<file path="src/rtl/port_dir_defines.svh">
// offsets, field widths, reset values and the bridge count for the port block
`ifndef PORT_DIR_DEFINES_SVH
`define PORT_DIR_DEFINES_SVH
`define GPIO_DATA_OFF 8'h00
`define GPIO_DIR_OFF 8'h04
`define PE_DATA_OFF 8'h40
`define PF_DATA_OFF 8'h42
`define PE_SEL_OFF 8'h44
`define PF_SEL_OFF 8'h45
`define PE_SIGN_OFF 8'h46
`define PWM_DUTY0_OFF 8'h48
`define PWM_DUTY3_OFF 8'h4B
`define PE_STATUS_OFF 8'h4C
`define GPIO_DIR_RST 8'h00
`define PE_DATA_RST 8'h00
`define PF_DATA_RST 4'h0
`define PE_WIDTH 8
`define PF_WIDTH 4
`define BRIDGE_CNT 4
`endif

</file>
<file path="src/rtl/port_dir_pkg.sv">
// types for the port block
package port_dir_pkg;
  typedef struct packed {
    logic [7:0] addr;
    logic [7:0] wdata;
    logic wr;
    logic rd;
  } bus_req_t;
  typedef enum logic [1:0] {
    PH_LOW = 2'b01,
    PH_HIGH = 2'b10
  } pwm_phase_t;
endpackage : port_dir_pkg

</file>
<file path="src/rtl/port_direction_and_hbridge_sign.sv">
// general port with direction bits plus power-driver ports with h-bridge sign control
//
// Function
// - direction one drives pin, zero reads
// - reset clears all direction bits
// - direction bits writable and readable
// - write with direction zero loads latch only
// - write with direction one drives pin
// - read returns pin level for inputs
// - read returns latch for outputs
// - read-modify-write stores result into latch
// - wait option forces driver ports low
// - sign swaps pulse and static, inverts
// - sign plus eight bits two's complement
// - negative values invert the pulse pattern
// - per-bit select routes latch or pulse
// - reset clears both driver data latches
//
// Chosen here: the plain strobed port and the register offsets.
`include "port_dir_defines.svh"
module port_direction_and_hbridge_sign
  import port_dir_pkg::*;
#(
  parameter int GPIO_WIDTH = 8,
  parameter bit WAIT_FORCE_LOW = 1'b1
) (
  input wire logic sys_clk_in,
  input wire logic resetn_in,
  input wire logic clk_en_in,
  input wire logic [7:0] addr_in,
  input wire logic [7:0] wdata_in,
  input wire logic wr_in,
  input wire logic rd_in,
  input wire logic wait_mode_in,
  input wire logic [GPIO_WIDTH-1:0] gpio_pin_in,
  output logic [GPIO_WIDTH-1:0] gpio_pin_out,
  output logic [GPIO_WIDTH-1:0] gpio_oe_n_out,
  output logic [`PE_WIDTH-1:0] pe_pin_out,
  output logic [`PF_WIDTH-1:0] pf_pin_out,
  output logic [7:0] rdata_out
);

  bus_req_t req;
  logic [GPIO_WIDTH-1:0] dir_q;
  logic [GPIO_WIDTH-1:0] latch_q;
  logic [`PE_WIDTH-1:0] pe_data_q;
  logic [`PF_WIDTH-1:0] pf_data_q;
  logic [`PE_WIDTH-1:0] pe_sel_q;
  logic [`PF_WIDTH-1:0] pf_sel_q;
  logic [`BRIDGE_CNT-1:0] sign_q;
  logic [7:0] duty_q [`BRIDGE_CNT];
  logic [7:0] pwm_cnt_q;
  logic [`BRIDGE_CNT-1:0] pulse;
  logic [`PE_WIDTH-1:0] pe_d;
  logic [`PF_WIDTH-1:0] pf_d;
  logic [GPIO_WIDTH-1:0] port_view;
  logic [7:0] rdata_d;

  assign req = '{addr: addr_in, wdata: wdata_in, wr: wr_in, rd: rd_in};

  // per-bit view of the port data location
  genvar gi;
  generate
    for (gi = 0; gi < GPIO_WIDTH; gi++) begin : g_bit
      assign port_view[gi] = dir_q[gi] ? latch_q[gi] : gpio_pin_in[gi];
    end
  endgenerate

  // direction register
  always_ff @(posedge sys_clk_in) begin
    if (!resetn_in) begin
      dir_q <= GPIO_WIDTH'(`GPIO_DIR_RST);
    end else if (clk_en_in && req.wr && req.addr == `GPIO_DIR_OFF) begin
      dir_q <= req.wdata[GPIO_WIDTH-1:0];
    end
  end

  // output data latch, written regardless of direction
  always_ff @(posedge sys_clk_in) begin
    if (!resetn_in) begin
      latch_q <= '0;
    end else if (clk_en_in && req.wr && req.addr == `GPIO_DATA_OFF) begin
      latch_q <= req.wdata[GPIO_WIDTH-1:0];
    end
  end

  // pin drivers follow the direction bits
  always_ff @(posedge sys_clk_in) begin
    if (!resetn_in) begin
      gpio_pin_out <= '0;
      gpio_oe_n_out <= '1;
    end else if (clk_en_in) begin
      gpio_oe_n_out <= ~dir_q;
      gpio_pin_out <= latch_q;
    end
  end

  // power-driver data latches and routing controls
  always_ff @(posedge sys_clk_in) begin
    if (!resetn_in) begin
      pe_data_q <= `PE_DATA_RST;
      pf_data_q <= `PF_DATA_RST;
      pe_sel_q <= '0;
      pf_sel_q <= '0;
      sign_q <= '0;
    end else if (clk_en_in && req.wr) begin
      unique case (req.addr)
        `PE_DATA_OFF: pe_data_q <= req.wdata;
        `PF_DATA_OFF: pf_data_q <= req.wdata[`PF_WIDTH-1:0];
        `PE_SEL_OFF: pe_sel_q <= req.wdata;
        `PF_SEL_OFF: pf_sel_q <= req.wdata[`PF_WIDTH-1:0];
        `PE_SIGN_OFF: sign_q <= req.wdata[`BRIDGE_CNT-1:0];
        default: ;
      endcase
    end
  end

  // duty registers for the bridge channels
  generate
    for (gi = 0; gi < `BRIDGE_CNT; gi++) begin : g_duty
      always_ff @(posedge sys_clk_in) begin
        if (!resetn_in) begin
          duty_q[gi] <= 8'h00;
        end else if (clk_en_in && req.wr && req.addr == 8'(`PWM_DUTY0_OFF + gi)) begin
          duty_q[gi] <= req.wdata;
        end
      end
    end
  endgenerate

  // free-running period counter shared by the bridges
  always_ff @(posedge sys_clk_in) begin
    if (!resetn_in) begin
      pwm_cnt_q <= 8'h00;
    end else if (clk_en_in) begin
      pwm_cnt_q <= pwm_cnt_q + 8'h01;
    end
  end

  // bridge pulse: sign plus duty forms a nine bit two's complement value
  generate
    for (gi = 0; gi < `BRIDGE_CNT; gi++) begin : g_pulse
      assign pulse[gi] = (pwm_cnt_q < duty_q[gi]) ^ sign_q[gi];
    end
  endgenerate

  // route pulse or static drive onto the driver pins
  always_comb begin
    pe_d = pe_data_q;
    pf_d = pf_data_q;
    for (int b = 0; b < `BRIDGE_CNT / 2; b++) begin
      if (pe_sel_q[2*b]) begin
        pe_d[2*b] = sign_q[b] ? pe_data_q[2*b] : pulse[b];
      end
      if (pe_sel_q[2*b+1]) begin
        pe_d[2*b+1] = sign_q[b] ? pulse[b] : pe_data_q[2*b+1];
      end
    end
    for (int b = 2; b < `BRIDGE_CNT; b++) begin
      if (pe_sel_q[2*b]) begin
        pe_d[2*b] = sign_q[b] ? pe_data_q[2*b] : pulse[b];
      end
      if (pe_sel_q[2*b+1]) begin
        pe_d[2*b+1] = sign_q[b] ? pulse[b] : pe_data_q[2*b+1];
      end
    end
    for (int b = 0; b < `PF_WIDTH; b++) begin
      if (pf_sel_q[b]) begin
        pf_d[b] = pulse[b];
      end
    end
    if (WAIT_FORCE_LOW && wait_mode_in) begin
      pe_d = '0;
      pf_d = '0;
    end
  end

  // registered driver outputs
  always_ff @(posedge sys_clk_in) begin
    if (!resetn_in) begin
      pe_pin_out <= '0;
      pf_pin_out <= '0;
    end else if (clk_en_in) begin
      pe_pin_out <= pe_d;
      pf_pin_out <= pf_d;
    end
  end

  // read decode, unmapped addresses read zero
  always_comb begin
    rdata_d = 8'h00;
    if (req.addr == `GPIO_DATA_OFF) begin
      rdata_d[GPIO_WIDTH-1:0] = port_view;
    end else if (req.addr == `GPIO_DIR_OFF) begin
      rdata_d[GPIO_WIDTH-1:0] = dir_q;
    end else if (req.addr == `PE_DATA_OFF) begin
      rdata_d = pe_data_q;
    end else if (req.addr == `PF_DATA_OFF) begin
      rdata_d[`PF_WIDTH-1:0] = pf_data_q;
    end else if (req.addr == `PE_SEL_OFF) begin
      rdata_d = pe_sel_q;
    end else if (req.addr == `PF_SEL_OFF) begin
      rdata_d[`PF_WIDTH-1:0] = pf_sel_q;
    end else if (req.addr == `PE_SIGN_OFF) begin
      rdata_d[`BRIDGE_CNT-1:0] = sign_q;
    end else if (req.addr >= `PWM_DUTY0_OFF && req.addr <= `PWM_DUTY3_OFF) begin
      rdata_d = duty_q[req.addr[1:0]];
    end else if (req.addr == `PE_STATUS_OFF) begin
      rdata_d = pe_pin_out;
    end
  end

  // read data register, valid the cycle after the strobe
  always_ff @(posedge sys_clk_in) begin
    if (!resetn_in) begin
      rdata_out <= 8'h00;
    end else if (clk_en_in) begin
      rdata_out <= req.rd ? rdata_d : 8'h00;
    end
  end

  // port F lines checked one by one
  generate
    for (gi = 0; gi < `PF_WIDTH; gi++) begin : g_pf_chk

    end
  endgenerate
endmodule : port_direction_and_hbridge_sign

</file>
<file path="config.mk">
export PLATFORM = sky130hd
export DESIGN_NAME = port_direction_and_hbridge_sign
export DESIGN_NICKNAME = d
export VERILOG_FILES = /design/src/rtl/port_dir_pkg.sv /design/src/rtl/port_direction_and_hbridge_sign.sv
export VERILOG_INCLUDE_DIRS = /design/src /design/src/rtl
export SDC_FILE = /design/constraint.sdc
export NUM_CORES = 1
export LEC_CHECK = 0
export BUFFER_PORTS_ARGS = -buffer_cell sky130_fd_sc_hd__buf_4
export CORE_UTILIZATION = 35
export CTS_CLUSTER_DIAMETER = 60
export DETAILED_ROUTE_END_ITERATION = 12
export GPL_ROUTABILITY_DRIVEN = 0
export SLEW_MARGIN = 40
export SYNTH_ARGS = -nofsm -noshare
export SYNTH_HDL_FRONTEND = slang
export SYNTH_SLANG_ARGS = --single-unit
</file>
<file path="constraint.sdc">
create_clock -name sys_clk_in -period 4.4 [get_ports sys_clk_in]
set_input_delay 1.32 -clock sys_clk_in [delete_from_list [all_inputs] [get_ports sys_clk_in]]
set_output_delay 1.32 -clock sys_clk_in [all_outputs]
set_load 0.1 [all_outputs]
</file>
Word level (Yosys, flattened, before mapping)

Memory sizes are Yosys's and may differ from the RTL's.
Cells that the tools add are included.

Register bits after elaboration: 88
Output and inout port bits: 36
RAM bits: 32
Input port bits: 30
Memories kept: 1
Logic and storage cells: 115

Memory list:

| memory | words | width | rd ports | clocked after memory_dff | write ports | line                                  | text |
|---|---|---|---|---|---|---|---|
| duty_q | 4     | 8     | 5        | 0                        | 4           | port_direction_and_hbridge_sign.sv:51 | `` logic [7:0] duty_q [`BRIDGE_CNT]; `` |

$lt $le $gt $ge: 6
Equality and inequality tests: 11
Reduce and logical (&&, ||, !) cells: 14
$add $sub $neg: 1
Multiplexer cells: 60
Bitwise logic cells: 9

Operators with widths:

| kind                                                | number |
|---|---|
| 2-to-1 mux 8 bit                                    | 12 |
| equality test 8 x 7 -> 1 bit, second input constant | 10 |
| 2-to-1 mux 1 bit                                    | 41 |
| less-than comparator 8 bit                          | 4 |
| 2-to-1 mux 4 bit                                    | 7 |
| AND reduction 2 bit                                 | 5 |
| adder 8 x 1 -> 8 bit, second input constant         | 1 |
| equality test 8 x 3 -> 1 bit, second input constant | 1 |
| >= comparator 8 x 7 -> 1 bit, second input constant | 1 |
| <= comparator 8 x 7 -> 1 bit, second input constant | 1 |
| logical AND 1 bit                                   | 8 |
| logical NOT 8 bit                                   | 1 |
| NOT 8 bit                                           | 1 |
| OR 1 bit                                            | 4 |
| XOR 1 bit                                           | 4 |

Longest topological paths before layout

Word-level depth: 11
Gate-level depth with buffers: 8
Depth with buffers taken out: 7

Least setup slack after synthesis

Ideal clock, no wire load.

Path kind: input -> register
From: input addr_in[5]
To: memory duty_q[0][0], enable pin
Slack: 1.084 ns
Data arrival time: 2.929 ns
Data required time: 4.013 ns
Buffers on the path: 1
Stages: 5
Setup time: 0.387 ns
Path through: or4b_1 clkbuf_1 nor2_1 nand2_1 o31ai_1

RTL lines:

| what            | line                                  | text |
|---|---|---|
| start, declared | port_direction_and_hbridge_sign.sv:30 | `input wire logic [7:0] addr_in,` |
| end, declared   | port_direction_and_hbridge_sign.sv:51 |  |

==> run_results.csv <==
group,metric,value,unit
detailed_routing,viasPerCell,5.40,
cts,hold_buffers,0,
detailed_routing,routed_wirelength,19600,microns
logic_synthesis,synthesis.instances,691,
cts,cts_tree,"done",
worst_setup_path,start_kind,"input port",
global_route,overflow,0,
logic_synthesis,synth_edf_count,32,
global_route,grt_pass1_vias,5109,
global_route,grt_pass1_wl,30000,microns
detailed_routing,vias,5331,
floorplanning,die_w,140,microns
floorplanning,num_rows,49,
cts,post_cts_resized,0,
logic_synthesis,yosys.area.top_type,"dfxtp_1",
worst_setup_path,cp_max_fo,8,
worst_setup_path,cp_data_arrival_time,3.22,ns
logic_synthesis,synthFlopType,"dfxtp_1",
cts,cts_root_buf,"clkbuf_16",
placement,dp_cells,955,
logic_synthesis,synth_area,6630,sq um
hold_path,hold_path_class,"reg -> reg",
detailed_routing,drc,0,
placement,port_buffers,65,
logic_synthesis,ys_types,62,
logic_synthesis,syn_avg_cell_area,9.59,sq um
cts,cts_buffers,17,
placement,hpwl,14100,microns
floorplanning,start_util,36.3,%
detailed_routing,dr.pass1.iters,5,
cells_and_area,regMostFlops,"duty_q",
global_route,antenna_found_initial,0,
cts,clk_latency,0.43,ns
cells_and_area,filler_cell_count,1816,
job,max-cap-violations,0,
detailed_routing,wl_per_cell,19.9,microns
sta,rsz0062_at_grt,"false",
sta,whs,0.458,ns
worst_setup_path,crit_type,"in -> reg",
cells_and_area,syn_to_final_growth,18.8,%
sta,max_clock_freq,0.342,GHz
sta,maxSlewViolCount,0,
cells_and_area,final_cells,987,
power,power,0.00275,W
worst_setup_path,required,4.69,ns
power,power_density,350,nW/um^2
power,leakagePower,3.17,nW
worst_setup_path,r2r_cells,6,
status,status,"finished, final reports clean",
detailed_routing,drt_iter0_markers,435,
logic_synthesis,ys_seq_elements,120,
cts,clock-sinks,120,
global_route,track_usage,20.7,%
placement,pre_cts_slack,1.01,ns
hold_path,hold_depth,2,
sta,min_period,2.92,ns
detailed_routing,ant_nets,0,
floorplanning,die_y,140,microns
logic_synthesis,yosysWarnings,0,
logic_synthesis,synth_area_leaders,"dfxtp_1 (27%), edfxtp_1 (15%), mux2i_1 (11%)",
sta,setup_ws,1.48,ns
cts,clk_pin_slew,0.06,ns
sta,fin_skew,0.00918,ns
cells_and_area,diodes,0,
cts,htreeDepth,4,
logic_synthesis,async_reset_ff_share,0,%
floorplanning,fp.coreArea,18300,sq um
sta,fin_setup_tns,0,ns
logic_synthesis,synth_top_area_share,26.6,%
floorplanning,io_pins,66,
sta,hold_viol_final,0,
sta,slew_headroom,48.1,%
power,peakVddDrop,227,uV
sta,worst-slew-pin-transition,0.768,ns
cells_and_area,layout.nets,804,
floorplanning,fp.dieArea,19500,sq um
global_route,grt_max_degree,60,
cells_and_area,drive_gt1_share,16.2,%
sta,setup_viol,0,
sta,period_share,66.5,%
cts,cts_buffer_depth,2,
cells_and_area,largest_reg_flops,32,
logic_synthesis,yosysSeqAreaShare,41.1,%
cts,post-cts-setup-buffer-count,0,
logic_synthesis,synth.net_count,750,
worst_setup_path,setup.worst_path.end_class,"flip-flop",
synth_stat cells, drive strengths merged (4+ instances only):
master   number
a2111oi       5
a211oi        6
a21o          4
a21oi        29
a22o          4
a32oi         5
and2         41
buf          13
clkbuf       25
dfxtp        88
edfxtp       32
ha           29
inv          40
mux2i        71
mux4          6
nand2        59
nand2b       13
nand3        12
nor2         24
nor2b        59
nor3         10
o2111ai      10
o211ai        4
o21a          4
o21ai        31
o311ai        5
or3           5
or4           4
xnor2         4
final cells by class:
type,instances,area (sq um),share of cell area [%]
Clock inverter,15,158,2.00
Inverter,40,150,1.91
Tap cell,229,287,3.64
Clock buffer,17,425,5.40
Sequential cell,120,2720,34.6
Timing Repair Buffer,73,548,6.96
Multi-Input combinational cell,493,3580,45.5
power by group:
part / switching [W] / internal (W) / total [W]
clock network: 0.000582 / 0.000802 / 0.00138
logic: 0.000123 / 0.0000768 / 0.000200
registers: 0.0000186 / 0.00115 / 0.00117
routing by layer:
| metal | global-route usage [%] | vias to the layer above | routed length (microns) |
|---|---|---|---|
| li1 | - | 2591 | - |
| met1 | 28.8 | 2532 | 9230 |
| met2 | 31.7 | 177 | 8810 |
| met3 | 3.79 | 31 | 1140 |
| met4 | 8.04 | 0 | 418 |
| met5 | 0 | - | 0 |
final timing paths:
path / startpoint / endpoint / slack, ns
worst max-delay path: addr_in[5] / duty_q[3][0] / 1.48
worst min-delay path: rdata_out[5] / rdata_out[5] / 0.46
worst max register to register: pwm_cnt_q[4] / pf_pin_out[3] / 2.27
worst min register to register: rdata_out[5] / rdata_out[5] / 0.46
stage by stage:
stage / utilization (%) / area, sq um
finish: 43.1 / 7870
global route: 43.1 / 7870
CTS: 43.1 / 7870
detailed placement: 39.9 / 7290
global placement: 39.9 / 7290
floorplan: - / 6630
cells by family after synthesis:
logic type / synth area share, %
buf+inv: 4.85
fa+ha+maj: 5.48
compound gates: 13.0
simple gates: 21.6
xor+xnor: 0.661
flops: 41.1
mux: 13.3
cell usage in the layout, fill, tap and decap left out, drive strengths merged, types with 3 or more instances in the layout:
master,count
dfxtp,88
buf,73
mux2i,71
nor2b,59
nand2,59
inv,50
and2,41
edfxtp,32
o21ai,31
a21oi,29
ha,29
nor2,24
clkbuf,17
nand2b,13
nand3,12
o2111ai,10
nor3,10
a211oi,6
mux4,6
a2111oi,5
a32oi,5
o311ai,5
or3,5
a21o,4
o21a,4
a22o,4
o211ai,4
or4,4
xnor2,4
nor3b,3
nor4,3
mux2,3
a31oi,3
nand4b,3
a22oi,3
nand4,3
a21boi,3
clkinv,3
critical path, cell delays in order:
cell	delay, ns
buf_4	0.13
or4b_1	0.65
nor2_1	0.28
nand3_1	0.24
nor2_1	0.40
and2_1	0.19
Power figures use the tool's default switching activity.
